$ cat config.mk
export PLATFORM = sky130hd
export DESIGN_NAME = sqd_dev_flat
export DESIGN_NICKNAME = d
export VERILOG_FILES = /design/src/sqd_pkg.sv /design/src/sqd_if.sv /design/src/sqd_dev.sv /design/src/flat_wrapper.sv
export SDC_FILE = /design/constraint.sdc
export NUM_CORES = 1
export LEC_CHECK = 0
export BUFFER_PORTS_ARGS = -buffer_cell sky130_fd_sc_hd__buf_2
export CELL_PAD_IN_SITES_DETAIL_PLACEMENT = 1
export CELL_PAD_IN_SITES_GLOBAL_PLACEMENT = 1
export CORE_MARGIN = 2
export CORE_UTILIZATION = 41
export DETAILED_ROUTE_END_ITERATION = 16
export PLACE_DENSITY_LB_ADDON = 0.1
export SETUP_SLACK_MARGIN = 0.15
export SLEW_MARGIN = 40
export SYNTH_ARGS = -nofsm -noshare
export SYNTH_HDL_FRONTEND = slang
export SYNTH_SLANG_ARGS = --single-unit
$ cat constraint.sdc
create_clock -name CLK -period 4.06 [get_ports CLK]
set_clock_uncertainty 0.1 [all_clocks]
set_input_delay 0.203 -clock CLK [delete_from_list [all_inputs] [get_ports CLK]]
set_output_delay 0.203 -clock CLK [all_outputs]
set_load 0.01 [all_outputs]
$ cat src/sqd_pkg.sv
// Shared constants for the queued send log-write decoder and its host
//
// Function
// - Command code 64h means queued send
// - Subcommand 2h is log write; others reserved
// - Parameters and responses depend on subcommand
// - Subcommand sits in feature current bits 4:0
// - Count low in feature current, high previous
// - LBA 23:0 from current address bytes
// - LBA 47:24 from previous address bytes
// - Completed tags reported in SDB ACT field
// - Pre-acceptance errors reported by register FIS
package sqd_pkg;
  // ----------------------------------------------------------------
  // Command decode
  // ----------------------------------------------------------------
  localparam logic [7:0] SQD_CMD_SEND = 8'h64;
  localparam logic [4:0] SQD_SUB_LOGWR = 5'h02;
  localparam int SQD_SUB_LSB = 0;
  localparam int SQD_TAG_LSB = 3;
  localparam int SQD_TAGS = 32;
  // ----------------------------------------------------------------
  // Status and error byte fields
  // ----------------------------------------------------------------
  localparam int SQD_ST_BSY = 7;
  localparam int SQD_ST_RDY = 6;
  localparam int SQD_ST_DF = 5;
  localparam int SQD_ST_DRQ = 3;
  localparam int SQD_ST_ERR = 0;
  localparam logic [7:0] SQD_ER_ABT = 8'h04;
  localparam logic [7:0] SQD_ER_MASK = 8'hD4;
  localparam logic [7:0] SQD_DEV_HEAD = 8'h40;
  // ----------------------------------------------------------------
  // Host register map (AHB-Lite byte offsets)
  // ----------------------------------------------------------------
  localparam logic [7:0] SQD_A_CMD = 8'h00;
  localparam logic [7:0] SQD_A_TAGCNT = 8'h04;
  localparam logic [7:0] SQD_A_LBALO = 8'h08;
  localparam logic [7:0] SQD_A_LBAHI = 8'h0C;
  localparam logic [7:0] SQD_A_ISSUE = 8'h10;
  localparam logic [7:0] SQD_A_STAT = 8'h14;
  localparam logic [7:0] SQD_A_DONE = 8'h18;
  localparam logic [7:0] SQD_A_ISTAT = 8'h1C;
  localparam logic [7:0] SQD_A_IEN = 8'h20;
  localparam logic [7:0] SQD_A_ICLR = 8'h24;
  localparam logic [12:0] SQD_CMD_RST = 13'h0264;
  localparam int SQD_EV_ACC = 0;
  localparam int SQD_EV_ERR = 1;
  localparam int SQD_EV_SDB = 2;
  localparam int SQD_NEV = 3;
endpackage

$ cat src/sqd_if.sv
// Link between host controller and device command layer
`timescale 1ns/100ps
`default_nettype none
interface sqd_if;
  logic cmd_valid;
  logic cmd_ready;
  logic [7:0] cmd_code;
  logic [7:0] feat_cur;
  logic [7:0] feat_prev;
  logic [7:0] scnt_cur;
  logic [7:0] scnt_prev;
  logic [7:0] snum_cur;
  logic [7:0] snum_prev;
  logic [7:0] cyllo_cur;
  logic [7:0] cyllo_prev;
  logic [7:0] cylhi_cur;
  logic [7:0] cylhi_prev;
  logic [7:0] dev_head;
  logic reg_fis_valid;
  logic sdb_valid;
  logic [7:0] fis_status;
  logic [7:0] fis_error;
  logic [31:0] sdb_act;
  modport dev (
    input cmd_valid, cmd_code, feat_cur, feat_prev, scnt_cur, scnt_prev,
    input snum_cur, snum_prev, cyllo_cur, cyllo_prev, cylhi_cur,
    input cylhi_prev, dev_head,
    output cmd_ready, reg_fis_valid, sdb_valid, fis_status, fis_error,
    output sdb_act
  );
  modport host (
    output cmd_valid, cmd_code, feat_cur, feat_prev, scnt_cur, scnt_prev,
    output snum_cur, snum_prev, cyllo_cur, cyllo_prev, cylhi_cur,
    output cylhi_prev, dev_head,
    input cmd_ready, reg_fis_valid, sdb_valid, fis_status, fis_error,
    input sdb_act
  );
endinterface
`default_nettype wire

$ cat src/sqd_dev.sv
// Device command layer: decodes queued send log write, reports by FIS
`timescale 1ns/100ps
`default_nettype none
module sqd_dev
  import sqd_pkg::*;
(
  input wire logic CLK,
  input wire logic RSTN,
  sqd_if.dev LNK,
  output logic OP_VALID,
  output logic [4:0] OP_TAG,
  output logic [15:0] OP_COUNT,
  output logic [47:0] OP_LBA,
  input wire logic DONE_VALID,
  input wire logic [4:0] DONE_TAG,
  input wire logic DONE_FAIL,
  input wire logic [7:0] DONE_ERR,
  output logic [7:0] ERROR_FLAGS,
  output logic [7:0] STATUS_FLAGS,
  output logic [31:0] OUTSTANDING
);
  typedef enum logic [2:0] {
    SQD_IDLE = 3'b001,
    SQD_RFIS = 3'b010,
    SQD_SFIS = 3'b100
  } sqd_dstate_t;

  // ----------------------------------------------------------------
  // Decode of the presented command block
  // ----------------------------------------------------------------
  logic [4:0] sub_w;
  logic [4:0] tag_w;
  logic code_ok_w;
  logic sub_ok_w;
  logic tag_free_w;
  logic good_w;
  logic take_w;
  sqd_dstate_t state_q;
  logic [31:0] busy_q;
  logic [31:0] pend_q;
  logic fail_q;
  logic [7:0] fail_err_q;
  logic rfis_q;
  logic sfis_q;
  logic [7:0] stat_q;
  logic [7:0] err_q;
  logic [31:0] act_q;
  logic [31:0] done_bit_w;

  assign sub_w = LNK.feat_cur[SQD_SUB_LSB +: 5];
  assign tag_w = LNK.scnt_cur[SQD_TAG_LSB +: 5];
  assign code_ok_w = (LNK.cmd_code == SQD_CMD_SEND);
  // Any other subcommand is reserved and aborted
  assign sub_ok_w = (sub_w == SQD_SUB_LOGWR);
  assign tag_free_w = ~busy_q[tag_w];
  // Acceptance needs the send code, the log-write subcommand and a free tag
  assign good_w = code_ok_w & sub_ok_w & tag_free_w;
  assign take_w = LNK.cmd_valid & (state_q == SQD_IDLE);
  assign LNK.cmd_ready = (state_q == SQD_IDLE);
  assign done_bit_w = 32'h00000001 << DONE_TAG;

  // ----------------------------------------------------------------
  // Sequencer
  // ----------------------------------------------------------------
  always_ff @(posedge CLK or negedge RSTN)
  begin
    if (!RSTN)
      state_q <= SQD_IDLE;
    else
    begin
      case (state_q)
        SQD_IDLE:
        begin
          // Commands get priority; completions wait one slot
          if (LNK.cmd_valid)
            state_q <= SQD_RFIS;
          else if ((pend_q != 32'h00000000) || fail_q)
            state_q <= SQD_SFIS;
        end
        SQD_RFIS: state_q <= SQD_IDLE;
        SQD_SFIS: state_q <= SQD_IDLE;
        default: state_q <= SQD_IDLE;
      endcase
    end
  end

  // ----------------------------------------------------------------
  // Parameter capture for the log-write operation
  // ----------------------------------------------------------------
  always_ff @(posedge CLK or negedge RSTN)
  begin
    if (!RSTN)
    begin
      OP_VALID <= 1'b0;
      OP_TAG <= 5'h00;
      OP_COUNT <= 16'h0000;
      OP_LBA <= 48'h000000000000;
    end
    else
    begin
      OP_VALID <= take_w & good_w;
      if (take_w & good_w)
      begin
        OP_TAG <= tag_w;
        OP_COUNT <= {LNK.feat_prev, LNK.feat_cur};
        OP_LBA[23:0] <= {LNK.cylhi_cur, LNK.cyllo_cur,
                         LNK.snum_cur};
        OP_LBA[47:24] <= {LNK.cylhi_prev, LNK.cyllo_prev,
                          LNK.snum_prev};
      end
    end
  end

  // ----------------------------------------------------------------
  // Outstanding tags and completion accumulation
  // ----------------------------------------------------------------
  always_ff @(posedge CLK or negedge RSTN)
  begin
    if (!RSTN)
      busy_q <= 32'h00000000;
    else
    begin
      // A tag frees on completion before it may be reissued
      if (DONE_VALID)
        busy_q[DONE_TAG] <= 1'b0;
      if (take_w & good_w)
        busy_q[tag_w] <= 1'b1;
    end
  end

  always_ff @(posedge CLK or negedge RSTN)
  begin
    if (!RSTN)
      pend_q <= 32'h00000000;
    else
    begin
      // Completion arriving while reporting is kept: set wins
      if ((state_q == SQD_SFIS) && DONE_VALID && !DONE_FAIL)
        pend_q <= done_bit_w;
      else if (state_q == SQD_SFIS)
        pend_q <= 32'h00000000;
      else if (DONE_VALID && !DONE_FAIL)
        pend_q <= pend_q | done_bit_w;
    end
  end

  always_ff @(posedge CLK or negedge RSTN)
  begin
    if (!RSTN)
    begin
      fail_q <= 1'b0;
      fail_err_q <= 8'h00;
    end
    else if (DONE_VALID && DONE_FAIL)
    begin
      fail_q <= 1'b1;
      // Bits already sent in this SDB must not be reported twice
      if (state_q == SQD_SFIS)
        fail_err_q <= DONE_ERR & SQD_ER_MASK;
      else
        fail_err_q <= fail_err_q | (DONE_ERR & SQD_ER_MASK);
    end
    else if (state_q == SQD_SFIS)
    begin
      fail_q <= 1'b0;
      fail_err_q <= 8'h00;
    end
  end

  // ----------------------------------------------------------------
  // FIS generation
  // ----------------------------------------------------------------
  always_ff @(posedge CLK or negedge RSTN)
  begin
    if (!RSTN)
    begin
      rfis_q <= 1'b0;
      sfis_q <= 1'b0;
      stat_q <= 8'h00;
      err_q <= 8'h00;
      act_q <= 32'h00000000;
    end
    else
    begin
      rfis_q <= take_w;
      sfis_q <= (state_q == SQD_SFIS);
      if (take_w)
      begin
        // BSY, DF, DRQ stay zero in every ending status
        stat_q <= 8'h00;
        stat_q[SQD_ST_RDY] <= 1'b1;
        stat_q[SQD_ST_ERR] <= ~good_w;
        err_q <= good_w ? 8'h00 : SQD_ER_ABT;
        act_q <= 32'h00000000;
      end
      else if (state_q == SQD_SFIS)
      begin
        stat_q <= 8'h00;
        stat_q[SQD_ST_RDY] <= 1'b1;
        stat_q[SQD_ST_ERR] <= fail_q;
        err_q <= fail_err_q;
        act_q <= pend_q;
      end
    end
  end

  assign LNK.reg_fis_valid = rfis_q;
  assign LNK.sdb_valid = sfis_q;
  assign LNK.fis_status = stat_q;
  assign LNK.fis_error = err_q;
  assign LNK.sdb_act = act_q;
  assign ERROR_FLAGS = err_q;
  assign STATUS_FLAGS = stat_q;
  assign OUTSTANDING = busy_q;
endmodule
`default_nettype wire

$ cat src/flat_wrapper.sv
// flat-port wrapper written by rule: the top's interface ports become plain ports
module sqd_dev_flat import sqd_pkg::*;
  (CLK, RSTN, OP_VALID, OP_TAG, OP_COUNT, OP_LBA, DONE_VALID, DONE_TAG, DONE_FAIL, DONE_ERR, ERROR_FLAGS, STATUS_FLAGS, OUTSTANDING, LNK_cmd_valid, LNK_cmd_code, LNK_feat_cur, LNK_feat_prev, LNK_scnt_cur, LNK_scnt_prev, LNK_snum_cur, LNK_snum_prev, LNK_cyllo_cur, LNK_cyllo_prev, LNK_cylhi_cur, LNK_cylhi_prev, LNK_dev_head, LNK_cmd_ready, LNK_reg_fis_valid, LNK_sdb_valid, LNK_fis_status, LNK_fis_error, LNK_sdb_act);
  sqd_if LNK_i ();
  input wire logic CLK;
  input wire logic RSTN;
  output logic OP_VALID;
  output logic [4:0] OP_TAG;
  output logic [15:0] OP_COUNT;
  output logic [47:0] OP_LBA;
  input wire logic DONE_VALID;
  input wire logic [4:0] DONE_TAG;
  input wire logic DONE_FAIL;
  input wire logic [7:0] DONE_ERR;
  output logic [7:0] ERROR_FLAGS;
  output logic [7:0] STATUS_FLAGS;
  output logic [31:0] OUTSTANDING;
  input wire logic [$bits(LNK_i.cmd_valid)-1:0] LNK_cmd_valid;
  input wire logic [$bits(LNK_i.cmd_code)-1:0] LNK_cmd_code;
  input wire logic [$bits(LNK_i.feat_cur)-1:0] LNK_feat_cur;
  input wire logic [$bits(LNK_i.feat_prev)-1:0] LNK_feat_prev;
  input wire logic [$bits(LNK_i.scnt_cur)-1:0] LNK_scnt_cur;
  input wire logic [$bits(LNK_i.scnt_prev)-1:0] LNK_scnt_prev;
  input wire logic [$bits(LNK_i.snum_cur)-1:0] LNK_snum_cur;
  input wire logic [$bits(LNK_i.snum_prev)-1:0] LNK_snum_prev;
  input wire logic [$bits(LNK_i.cyllo_cur)-1:0] LNK_cyllo_cur;
  input wire logic [$bits(LNK_i.cyllo_prev)-1:0] LNK_cyllo_prev;
  input wire logic [$bits(LNK_i.cylhi_cur)-1:0] LNK_cylhi_cur;
  input wire logic [$bits(LNK_i.cylhi_prev)-1:0] LNK_cylhi_prev;
  input wire logic [$bits(LNK_i.dev_head)-1:0] LNK_dev_head;
  output wire logic [$bits(LNK_i.cmd_ready)-1:0] LNK_cmd_ready;
  output wire logic [$bits(LNK_i.reg_fis_valid)-1:0] LNK_reg_fis_valid;
  output wire logic [$bits(LNK_i.sdb_valid)-1:0] LNK_sdb_valid;
  output wire logic [$bits(LNK_i.fis_status)-1:0] LNK_fis_status;
  output wire logic [$bits(LNK_i.fis_error)-1:0] LNK_fis_error;
  output wire logic [$bits(LNK_i.sdb_act)-1:0] LNK_sdb_act;
  assign LNK_i.cmd_valid = LNK_cmd_valid;
  assign LNK_i.cmd_code = LNK_cmd_code;
  assign LNK_i.feat_cur = LNK_feat_cur;
  assign LNK_i.feat_prev = LNK_feat_prev;
  assign LNK_i.scnt_cur = LNK_scnt_cur;
  assign LNK_i.scnt_prev = LNK_scnt_prev;
  assign LNK_i.snum_cur = LNK_snum_cur;
  assign LNK_i.snum_prev = LNK_snum_prev;
  assign LNK_i.cyllo_cur = LNK_cyllo_cur;
  assign LNK_i.cyllo_prev = LNK_cyllo_prev;
  assign LNK_i.cylhi_cur = LNK_cylhi_cur;
  assign LNK_i.cylhi_prev = LNK_cylhi_prev;
  assign LNK_i.dev_head = LNK_dev_head;
  assign LNK_cmd_ready = LNK_i.cmd_ready;
  assign LNK_reg_fis_valid = LNK_i.reg_fis_valid;
  assign LNK_sdb_valid = LNK_i.sdb_valid;
  assign LNK_fis_status = LNK_i.fis_status;
  assign LNK_fis_error = LNK_i.fis_error;
  assign LNK_sdb_act = LNK_i.sdb_act;
  sqd_dev u_core (.CLK(CLK), .RSTN(RSTN), .LNK(LNK_i), .OP_VALID(OP_VALID), .OP_TAG(OP_TAG), .OP_COUNT(OP_COUNT), .OP_LBA(OP_LBA), .DONE_VALID(DONE_VALID), .DONE_TAG(DONE_TAG), .DONE_FAIL(DONE_FAIL), .DONE_ERR(DONE_ERR), .ERROR_FLAGS(ERROR_FLAGS), .STATUS_FLAGS(STATUS_FLAGS), .OUTSTANDING(OUTSTANDING));
endmodule
==> results.json, run 1 <==
{
  "layout-drive-gt1-share_pct": 37.2,
  "mappedNetlistArea_um2": 7740,
  "track_usage_pct": 25.1,
  "dpl_worst_slack_ps": 634,
  "fin_crit_ps": 3130,
  "status": "finished clean",
  "grt_max_degree": 75,
  "dp.cells": 1119,
  "antenna_found_initial": 1,
  "clock_path_buffers": 2,
  "cts_buffers": 17,
  "leakagePower_nw": 5.39,
  "htree_num_levels": 4,
  "hp-start": "DONE_FAIL",
  "grt_pass1_wl_um": 38800,
  "timing.rr.start": "u_core.state_q[0]$_DFFE_PN1P_",
  "clk_pin_slew_ps": 70,
  "async_reset_ff_share_pct": 100,
  "relSlewSlack_pct": 48.8,
  "final_area_um2": 10300,
  "yosys.area_share.simple_pct": 12.6,
  "grt_pass1_vias": 6877,
  "wire_per_inst_um": 20.4,
  "drc": 0,
  "ys_seq_area_share_pct": 59.2,
  "min_delay_path_depth": 2,
  "area_delta_synth_final_pct": 32.7,
  "routed_wl_um": 24800,
  "syn_area_per_cell_um2": 11.2,
  "crit_fanout": 25,
  "boundaryPins": 283,
  "cts_resized": 0,
  "drtIter0Drc": 332,
  "critPathSlowestCell": "dfstp_2",
  "critPathArrivalTime_ps": 3350,
  "worstMarginPinSlew_ps": 768,
  "synth_edf_count": 0,
  "crit_path_start_kind": "flop",
  "hp-class": "in -> reg",
  "critPathCaptureType": "flop",
  "synth_top_family_by_area": "simple AND/OR/NAND/NOR gates",
  "synth-compound-area-share_pct": 10.8,
  "critPathBufInv": 2,
  "yosysTopAreaCell": "dfrtp_1",
  "place_area_um2": 9000,
  "reg2reg_depth": 7,
  "ant_nets": 0,
  "overflow": 0,
  "crit_chain": "nor3b_1 > nand2_1 > nor3_1 > nand4_4 > buf_16 > buf_4 > mux2_1",
  "cts_root_buf": "clkbuf_16",
  "required_ps": 4280,
  "final-hold-violation-count": 0,
  "synth_adder_area_share_pct": 0,
  "slowest_delay_ps": 530,
  "vdd_drop_max_mv": 0.310,
  "critPathTopFamily": "simple AND/OR/NAND/NOR gates",
  "finalSetupTns_ps": 0,
  "dp_hpwl_um": 16400,
  "via_per_inst": 5.24,
  "synth_seq_cells": 183,
  "finalSetupViolCount": 0,
  "cts_sinks": 183,
  "synth.most_common_cell": "dfrtp_1",
  "slew_viol_final": 0,
  "worstSetupPathType": "reg -> reg",
  "chipHeight_um": 141,
  "cts_tree": "done",
  "ys.flop_type": "dfrtp_1",
  "nNetsFinal": 1084,
  "dieWidth_um": 141,
  "std_cell_rows": 50,
  "muxShareOfSynthArea_pct": 11.8,
  "cap_violations": 0,
  "synth.area.top_cells": "dfrtp_1 59%, mux2_2 9.3%, nand2_1 6.5%",
  "synth_common_cells": "182 x dfrtp_1, 135 x nand2_1, 81 x o21ai_0",
  "dr_total_vias": 6368,
  "rsz0062_at_grt": "false",
  "ys_warn_count": 0,
  "syn_inst": 689,
  "cp-startpoint": "u_core.state_q[0]$_DFFE_PN1P_",
  "whs_ps": 39.2,
  "path_depth": 7,
  "min_period_over_period_pct": 77.2,
  "gp_congestion": 0.826,
  "p_per_area_nw_per_um2": 394,
  "dieArea_um2": 20000,
  "drt-pass1-iter-count": 4,
  "core_area_um2": 18600,
  "fin_ws_ps": 925,
  "fmax_mhz": 319,
  "synth_top_cell_area_share_pct": 58.8,
  "clock_latency_ps": 430,
  "synth-xor-area-share_pct": 0,
  "reg2reg_slack_ps": 930,
  "layout.cells.non_filler": 1216,
  "start_util_pct": 41.5,
  "synth_cell_types": 41,
  "portBuffers": 247
}
## kinds of logic (layout without fill, tap and decap cells)
group / Yosys count / count (layout)
AND/OR/NAND/NOR: 211 / 211
buffers and inverters: 74 / 355
other: 1 / 13
flip-flops: 183 / 183
multiplexers: 76 / 76
AO/OA/AOI/OAI: 144 / 144
## per-stage QoR
stage          util [%]  total power, mW
2_1_floorplan         -             2.17
3_3_place_gp       48.1             2.31
3_5_place_dp       48.3             2.34
4_1_cts            54.9             4.07
5_1_grt            55.1             4.21
6_report           55.1             4.05
## final cells by class
| cell class | count | area, um2 |
|---|---|---|
| repair buffers | 320 | 2010 |
| clock buffers | 18 | 439 |
| diodes | 1 | 2.50 |
| multi-input cells | 443 | 2780 |
| well taps | 234 | 293 |
| fillers | 2084 | 8370 |
| flip-flops and latches | 183 | 4580 |
| inverters | 5 | 18.8 |
| clock inverters | 12 | 151 |
## where the power goes
group | switching [mW] | internal, mW | total [mW] | leakage [nW]
combinational | 0.250 | 0.166 | 0.416 | 2.59
sequential | 0.0518 | 1.89 | 1.94 | 2.51
clock | 0.717 | 0.978 | 1.70 | 0.288
## cell usage in the layout, fill, tap and decap left out, drive strengths merged, types with 4 or more instances in the layout
cell type,n
and2,6
conb,12
nand2b,7
nor3,4
mux4,5
or3,4
a22o,18
dfrtp,182
nor4,8
nor2b,5
a21oi,35
nand2,135
dlygate4sd3,65
nand3b,4
mux2,69
inv,7
nand4,4
nand3,4
clkbuf,18
o21ai,81
buf,255
nor3b,5
clkinv,5
nor2,14
a32o,4
## registers in the layout, indices dropped and copies added (netlist names)
signal / flops
u_core.ERROR_FLAGS: 5
u_core.LNK.fis_status: 2
u_core.LNK.reg_fis_valid: 1
u_core.LNK.sdb_act: 32
u_core.LNK.sdb_valid: 1
u_core.OP_COUNT: 16
u_core.OP_LBA: 48
u_core.OP_TAG: 5
u_core.OP_VALID: 1
u_core.OUTSTANDING: 32
u_core.fail_err_q: 4
u_core.fail_q: 1
u_core.pend_q: 32
u_core.state_q: 3
## what timing repair did
item	in CTS	in global routing
buffers inserted	0	0
hold buffers	65	0
endpoints found under the hold margin	178	0
## path summary, 6_finish.rpt
check / end
max in group asynchronous: u_core.OP_LBA[5]$_DFFE_PN0P_
min in group asynchronous: u_core.LNK.sdb_act[7]$_DFFE_PN0P_
hold reg to reg: u_core.OP_COUNT[1]$_DFFE_PN0P_
setup / recovery: u_core.OP_LBA[18]$_DFFE_PN0P_
setup reg to reg: u_core.OP_LBA[18]$_DFFE_PN0P_
hold / removal: u_core.pend_q[14]$_DFFE_PN0P_
## metal layers
metal / track usage [%] / part of all wire (%)
met1: 31.0 / 40
met2: 43.2 / 52
met3: 5.47 / 5.3
met4: 9.68 / 2.8
met5: 0 / 0
## worst reg2reg max path, stage by stage, from the launching register on
cell	delay, ps
dfstp_2	530
nor3b_1	350
nand2_1	290
nor3_1	370
nand4_4	480
buf_16	360
buf_4	220
mux2_1	330
Note: power is estimated with default switching activity, not from simulation.
==> run 2, diff against run 1 <==
Settings changed: CORE_UTILIZATION 41 to 38.
Clock period 4.06 ns to 3.3 ns, I/O delays scaled along.
==> run 2 against run 1 <==
Critical path depth fell by 1; sequential power rose by 23%; first-iteration DRC count fell by 27%; final cell count rose by 3.5%; worst setup slack got worse by 390 ps; total power rose by 20%; wire length fell by 2.3%; hold slack got worse by 11 ps; utilization fell by 3.9 points; sequential cell count did not move; via count fell by 0.31%; critical path type unchanged; critical endpoint is now u_core.OP_LBA[17]$_DFFE_PN0P_; largest power group unchanged; highest routed layer unchanged.
==> results.json, run 2 (synthesized netlist as in run 1, its figures left out) <==
{
  "cts_buffers": 17,
  "dieWidth_um": 147,
  "area_delta_synth_final_pct": 33.0,
  "boundaryPins": 283,
  "clock_path_buffers": 2,
  "relSlewSlack_pct": 49.2,
  "cts_tree": "done",
  "vdd_drop_max_mv": 0.331,
  "drt-pass1-iter-count": 4,
  "cp-startpoint": "u_core.OUTSTANDING[26]$_DFF_PN0_",
  "overflow": 0,
  "portBuffers": 247,
  "htree_num_levels": 4,
  "worstMarginPinSlew_ps": 761,
  "timing.rr.start": "u_core.OUTSTANDING[26]$_DFF_PN0_",
  "status": "finished clean",
  "cts_sinks": 183,
  "whs_ps": 28.0,
  "critPathBufInv": 1,
  "finalSetupTns_ps": 0,
  "leakagePower_nw": 5.37,
  "cts_resized": 0,
  "final_common_cell": "buf_2",
  "clock_latency_ps": 430,
  "start_util_pct": 38.5,
  "via_per_inst": 5.05,
  "chipHeight_um": 147,
  "rsz0062_at_grt": "false",
  "layout_common_cells": "246 x buf_2, 182 x dfrtp_1, 134 x nand2_1",
  "cts_root_buf": "clkbuf_16",
  "power_frac_clock_pct": 40.8,
  "p_seq_share_pct": 48.9,
  "crit_chain": "mux4_2 > a22o_1 > a211oi_4 > nand4_4 > buf_12 > mux2_1",
  "routed_wl_um": 24200,
  "wire_per_inst_um": 19.2,
  "cap_violations": 0,
  "layout-drive-gt1-share_pct": 37.3,
  "p_per_area_nw_per_um2": 474,
  "combPwrFrac_pct": 10.4,
  "reg2reg_slack_ps": 540,
  "switching_share_pct": 26.5,
  "largest_reg_flops": 48,
  "fmax_mhz": 362,
  "fin_crit_ps": 2760,
  "min_period_over_period_pct": 83.7,
  "grt_pass1_wl_um": 38400,
  "antenna_found_initial": 2,
  "critPathArrivalTime_ps": 2970,
  "worstSetupPathType": "reg -> reg",
  "power.internal_mw": 3.59,
  "track_usage_pct": 22.8,
  "dieArea_um2": 21500,
  "slew_viol_final": 0,
  "r2r_end": "u_core.OP_LBA[17]$_DFFE_PN0P_",
  "reg2reg_depth": 6,
  "largest-register": "u_core.OP_LBA",
  "grt_pass1_vias": 7047,
  "required_ps": 3510,
  "final-hold-violation-count": 0,
  "std_cell_rows": 52,
  "grt_max_degree": 83,
  "p_sw_mw": 1.29,
  "crit_fanout": 35,
  "gp_congestion": 0.867,
  "drtIter0Drc": 243,
  "critPathSlowestCell": "mux4_2",
  "dp_hpwl_um": 16600,
  "path_depth": 6,
  "slowest_delay_ps": 510,
  "nNetsFinal": 1087,
  "core_area_um2": 20100,
  "crit_path_start_kind": "flop",
  "endpoint": "u_core.OP_LBA[17]$_DFFE_PN0P_",
  "critPathCaptureType": "flop",
  "clk_pin_slew_ps": 70,
  "drc": 0,
  "finalSetupViolCount": 0,
  "dr_total_vias": 6348,
  "critPathTopFamily": "multiplexers",
  "ant_nets": 0,
  "hp-class": "in -> reg"
}
-- run 2: cell count changes in the layout (fill, tap and decap cells not counted) --
cell,delta
inv_8,+2
buf_8,-1
buf_16,-2
bufinv_16,-2
clkinv_2,-4
dlygate4sd3_1,+1
clkbuf_1,+1
inv_6,+1
clkinv_4,+3
diode_2,+1
buf_4,+3
buf_12,+1
clkinvlp_4,+2
-- run 2: worst min path at each step --
stage	from	end	slack (ps)	cells after the start
finish	DONE_VALID	u_core.fail_q$_DFFE_PN0P_	30	2
global route	DONE_VALID	u_core.fail_q$_DFFE_PN0P_	60	2
CTS	DONE_VALID	u_core.fail_q$_DFFE_PN0P_	10	2
detailed placement	RSTN	u_core.LNK.sdb_act[7]$_DFFE_PN0P_	170	1
global placement	RSTN	u_core.LNK.sdb_act[9]$_DFFE_PN0P_	160	1
floorplan	RSTN	u_core.ERROR_FLAGS[2]$_DFFE_PN0P_	-230	0
-- run 2: power groups by stage --
stage               registers (mW)  logic [mW]  clock network, mW
global placement              2.42       0.433                  0
CTS                           2.38       0.513               2.04
floorplan                     2.42       0.251                  0
global route                  2.39       0.564               2.15
finish                        2.38       0.507               1.99
detailed placement            2.43       0.448                  0
-- run 2: timing repair --
action / CTS / global route
buffers inserted: 0 / 0
endpoints found under the hold margin: 145 / 0
hold buffers: 66 / 0
-- run 2: cell type report --
cell class	instances	area, um2
tap	270	338
fill	2262	9810
sequential	183	4580
clock buffer	18	429
antenna	2	5.00
multi-input combinational	443	2780
clock inverter	14	144
timing repair buffer	323	2010
inverter	5	18.8
-- run 2: layer usage --
metal  wire length (um)  track usage [%]  up-vias
met5                  0                0        -
met4                493             8.45        0
met3               1300             4.91       39
met2              12700             40.4      186
met1               9650             27.3     3202
li1                   -                -     2921
-- run 2: metrics by stage --
| stage | total power, mW | worst slack, ps | area (um2) | instances | utilization, % |
|---|---|---|---|---|---|
| 6_report | 4.88 | 539 | 10300 | 1258 | 51.2 |
| 5_1_grt | 5.10 | 351 | 10300 | 1257 | 51.2 |
| 4_1_cts | 4.94 | 534 | 10300 | 1256 | 51.2 |
| 3_5_place_dp | 2.87 | 414 | 9060 | 1158 | 45.0 |
| 3_3_place_gp | 2.86 | 483 | 9060 | 1158 | 45.0 |
| 2_1_floorplan | 2.67 | 868 | 7780 | 700 | - |
==> run 3, diff against run 2 <==
Clock period 3.3 ns to 2.82 ns, I/O delays scaled along.
==> run 3 against run 2 <==
Sequential power is 17% higher; register-to-register slack worse by 130 ps; die area stayed put; wire length is 1.4% higher; combinational power is 19% higher; via count is 0.58% lower; total power is 19% higher; fmax is 14% higher; clock power is 22% higher; sequential cell count stayed put; first-iteration DRC count is 4.9% higher; largest cell class unchanged; largest power group unchanged.
==> results.json, run 3 (synthesized netlist as in run 1, its figures left out) <==
{
  "antenna_found_initial": 1,
  "dr_total_vias": 6311,
  "via_per_inst": 5.00,
  "dpl_worst_slack_ps": 294,
  "cts_resized": 0,
  "drtIter0Drc": 255,
  "final_area_um2": 10300,
  "critPathCaptureType": "flop",
  "fin_ws_ps": 409,
  "largest_reg_flops": 48,
  "required_ps": 3040,
  "grt_pass1_wl_um": 38400,
  "critPathBufInv": 1,
  "htree_num_levels": 4,
  "cp-startpoint": "u_core.OUTSTANDING[27]$_DFF_PN0_",
  "timing.rr.start": "u_core.OUTSTANDING[27]$_DFF_PN0_",
  "area_delta_synth_final_pct": 33.7,
  "fin_crit_ps": 2410,
  "finalSetupViolCount": 0,
  "boundaryPins": 283,
  "slew_viol_final": 0,
  "portBuffers": 247,
  "cts_root_buf": "clkbuf_16",
  "layout-drive-gt1-share_pct": 37.5,
  "final-hold-violation-count": 0,
  "grt_pass1_vias": 6912,
  "core_area_um2": 20100,
  "cts_tree": "done",
  "hp-class": "in -> reg",
  "power_frac_clock_pct": 41.7,
  "leakagePower_nw": 5.41,
  "crit_fanout": 71,
  "critPathArrivalTime_ps": 2630,
  "clock_path_buffers": 2,
  "dp_hpwl_um": 16700,
  "reg2reg_depth": 6,
  "clk_pin_slew_ps": 70,
  "largest-register": "u_core.OP_LBA",
  "path_depth": 6,
  "track_usage_pct": 22.8,
  "layout.cells.non_filler": 1261,
  "vdd_drop_max_mv": 0.459,
  "switching_share_pct": 26.4,
  "fillers": 2268,
  "power.internal_mw": 4.29,
  "clock_latency_ps": 430,
  "p_seq_share_pct": 47.9,
  "critPathTopFamily": "multiplexers",
  "dp.cells": 1161,
  "grt_max_degree": 75,
  "final_common_cell": "buf_2",
  "r2r_end": "u_core.OP_LBA[18]$_DFFE_PN0P_",
  "fmax_mhz": 415,
  "std_cell_rows": 52,
  "cts_setup_buffers": 0,
  "fin_util_pct": 51.5,
  "place_area_um2": 9080,
  "dieArea_um2": 21500,
  "dieWidth_um": 147,
  "slowest_delay_ps": 490,
  "finalSetupTns_ps": 0,
  "p_sw_mw": 1.54,
  "gp_congestion": 0.867,
  "layout_common_cells": "246 x buf_2, 182 x dfrtp_1, 134 x nand2_1",
  "p_per_area_nw_per_um2": 563,
  "chipHeight_um": 147,
  "ctsHoldBuffers": 67,
  "start_util_pct": 38.5,
  "relSlewSlack_pct": 48.9,
  "cap_violations": 0,
  "status": "finished clean",
  "combPwrFrac_pct": 10.3,
  "min_period_over_period_pct": 85.5,
  "worstMarginPinSlew_ps": 764,
  "cts_buffers": 17,
  "routed_wl_um": 24500,
  "rsz0062_at_grt": "false",
  "drc": 0,
  "endpoint": "u_core.OP_LBA[18]$_DFFE_PN0P_",
  "wire_per_inst_um": 19.4,
  "reg2reg_slack_ps": 410,
  "worstSetupPathType": "reg -> reg",
  "drt-pass1-iter-count": 4,
  "ant_nets": 0,
  "crit_path_start_kind": "flop",
  "cts_sinks": 183,
  "crit_chain": "mux4_2 > a22o_1 > a211oi_4 > nand4_4 > buf_12 > mux2_1",
  "nNetsFinal": 1091,
  "overflow": 0,
  "critPathSlowestCell": "mux4_2"
}
-- run 3: final cells by class --
class / instances / area (um2) / share of cell area [%]
sequential: 183 / 4580 / 44.3
multi-input combinational: 443 / 2780 / 26.8
timing repair buffer: 327 / 2040 / 19.7
clock buffer: 17 / 425 / 4.11
tap: 270 / 338 / 3.27
clock inverter: 15 / 169 / 1.63
inverter: 5 / 18.8 / 0.181
antenna: 1 / 2.50 / 0.0242
-- run 3: worst min path at each step --
stage / startpoint / endpoint / slack [ps] / depth (start not counted)
5_1_grt: LNK_scnt_cur[6] / u_core.OP_TAG[3]$_DFFE_PN0P_ / 40 / 2
3_3_place_gp: RSTN / u_core.LNK.sdb_act[10]$_DFFE_PN0P_ / 100 / 1
2_1_floorplan: RSTN / u_core.ERROR_FLAGS[2]$_DFFE_PN0P_ / -250 / 0
4_1_cts: LNK_scnt_cur[6] / u_core.OP_TAG[3]$_DFFE_PN0P_ / 20 / 2
6_report: LNK_scnt_cur[6] / u_core.OP_TAG[3]$_DFFE_PN0P_ / 30 / 2
3_5_place_dp: RSTN / u_core.LNK.sdb_act[6]$_DFFE_PN0P_ / 110 / 1
-- run 3: power by group through the flow --
| stage | registers, mW | logic [mW] | clock network, mW |
|---|---|---|---|
| finish | 2.79 | 0.603 | 2.43 |
| global route | 2.80 | 0.670 | 2.58 |
| CTS | 2.79 | 0.607 | 2.48 |
| detailed placement | 2.84 | 0.530 | 0 |
| global placement | 2.84 | 0.511 | 0 |
| floorplan | 2.83 | 0.293 | 0 |
-- run 3: through the flow --
step / total power [mW] / hold slack, ps
after floorplan: 3.12 / -255
after global placement: 3.35 / 104
after detailed placement: 3.37 / 113
after CTS: 5.88 / 15.2
after global routing: 6.05 / 35.1
final: 5.82 / 29.6
-- run 3: metal layers --
metal	part of all wire, %	track usage (%)
met1	41	28.4
met2	52	40.3
met3	4.7	4.50
met4	2.2	7.04
met5	0	0
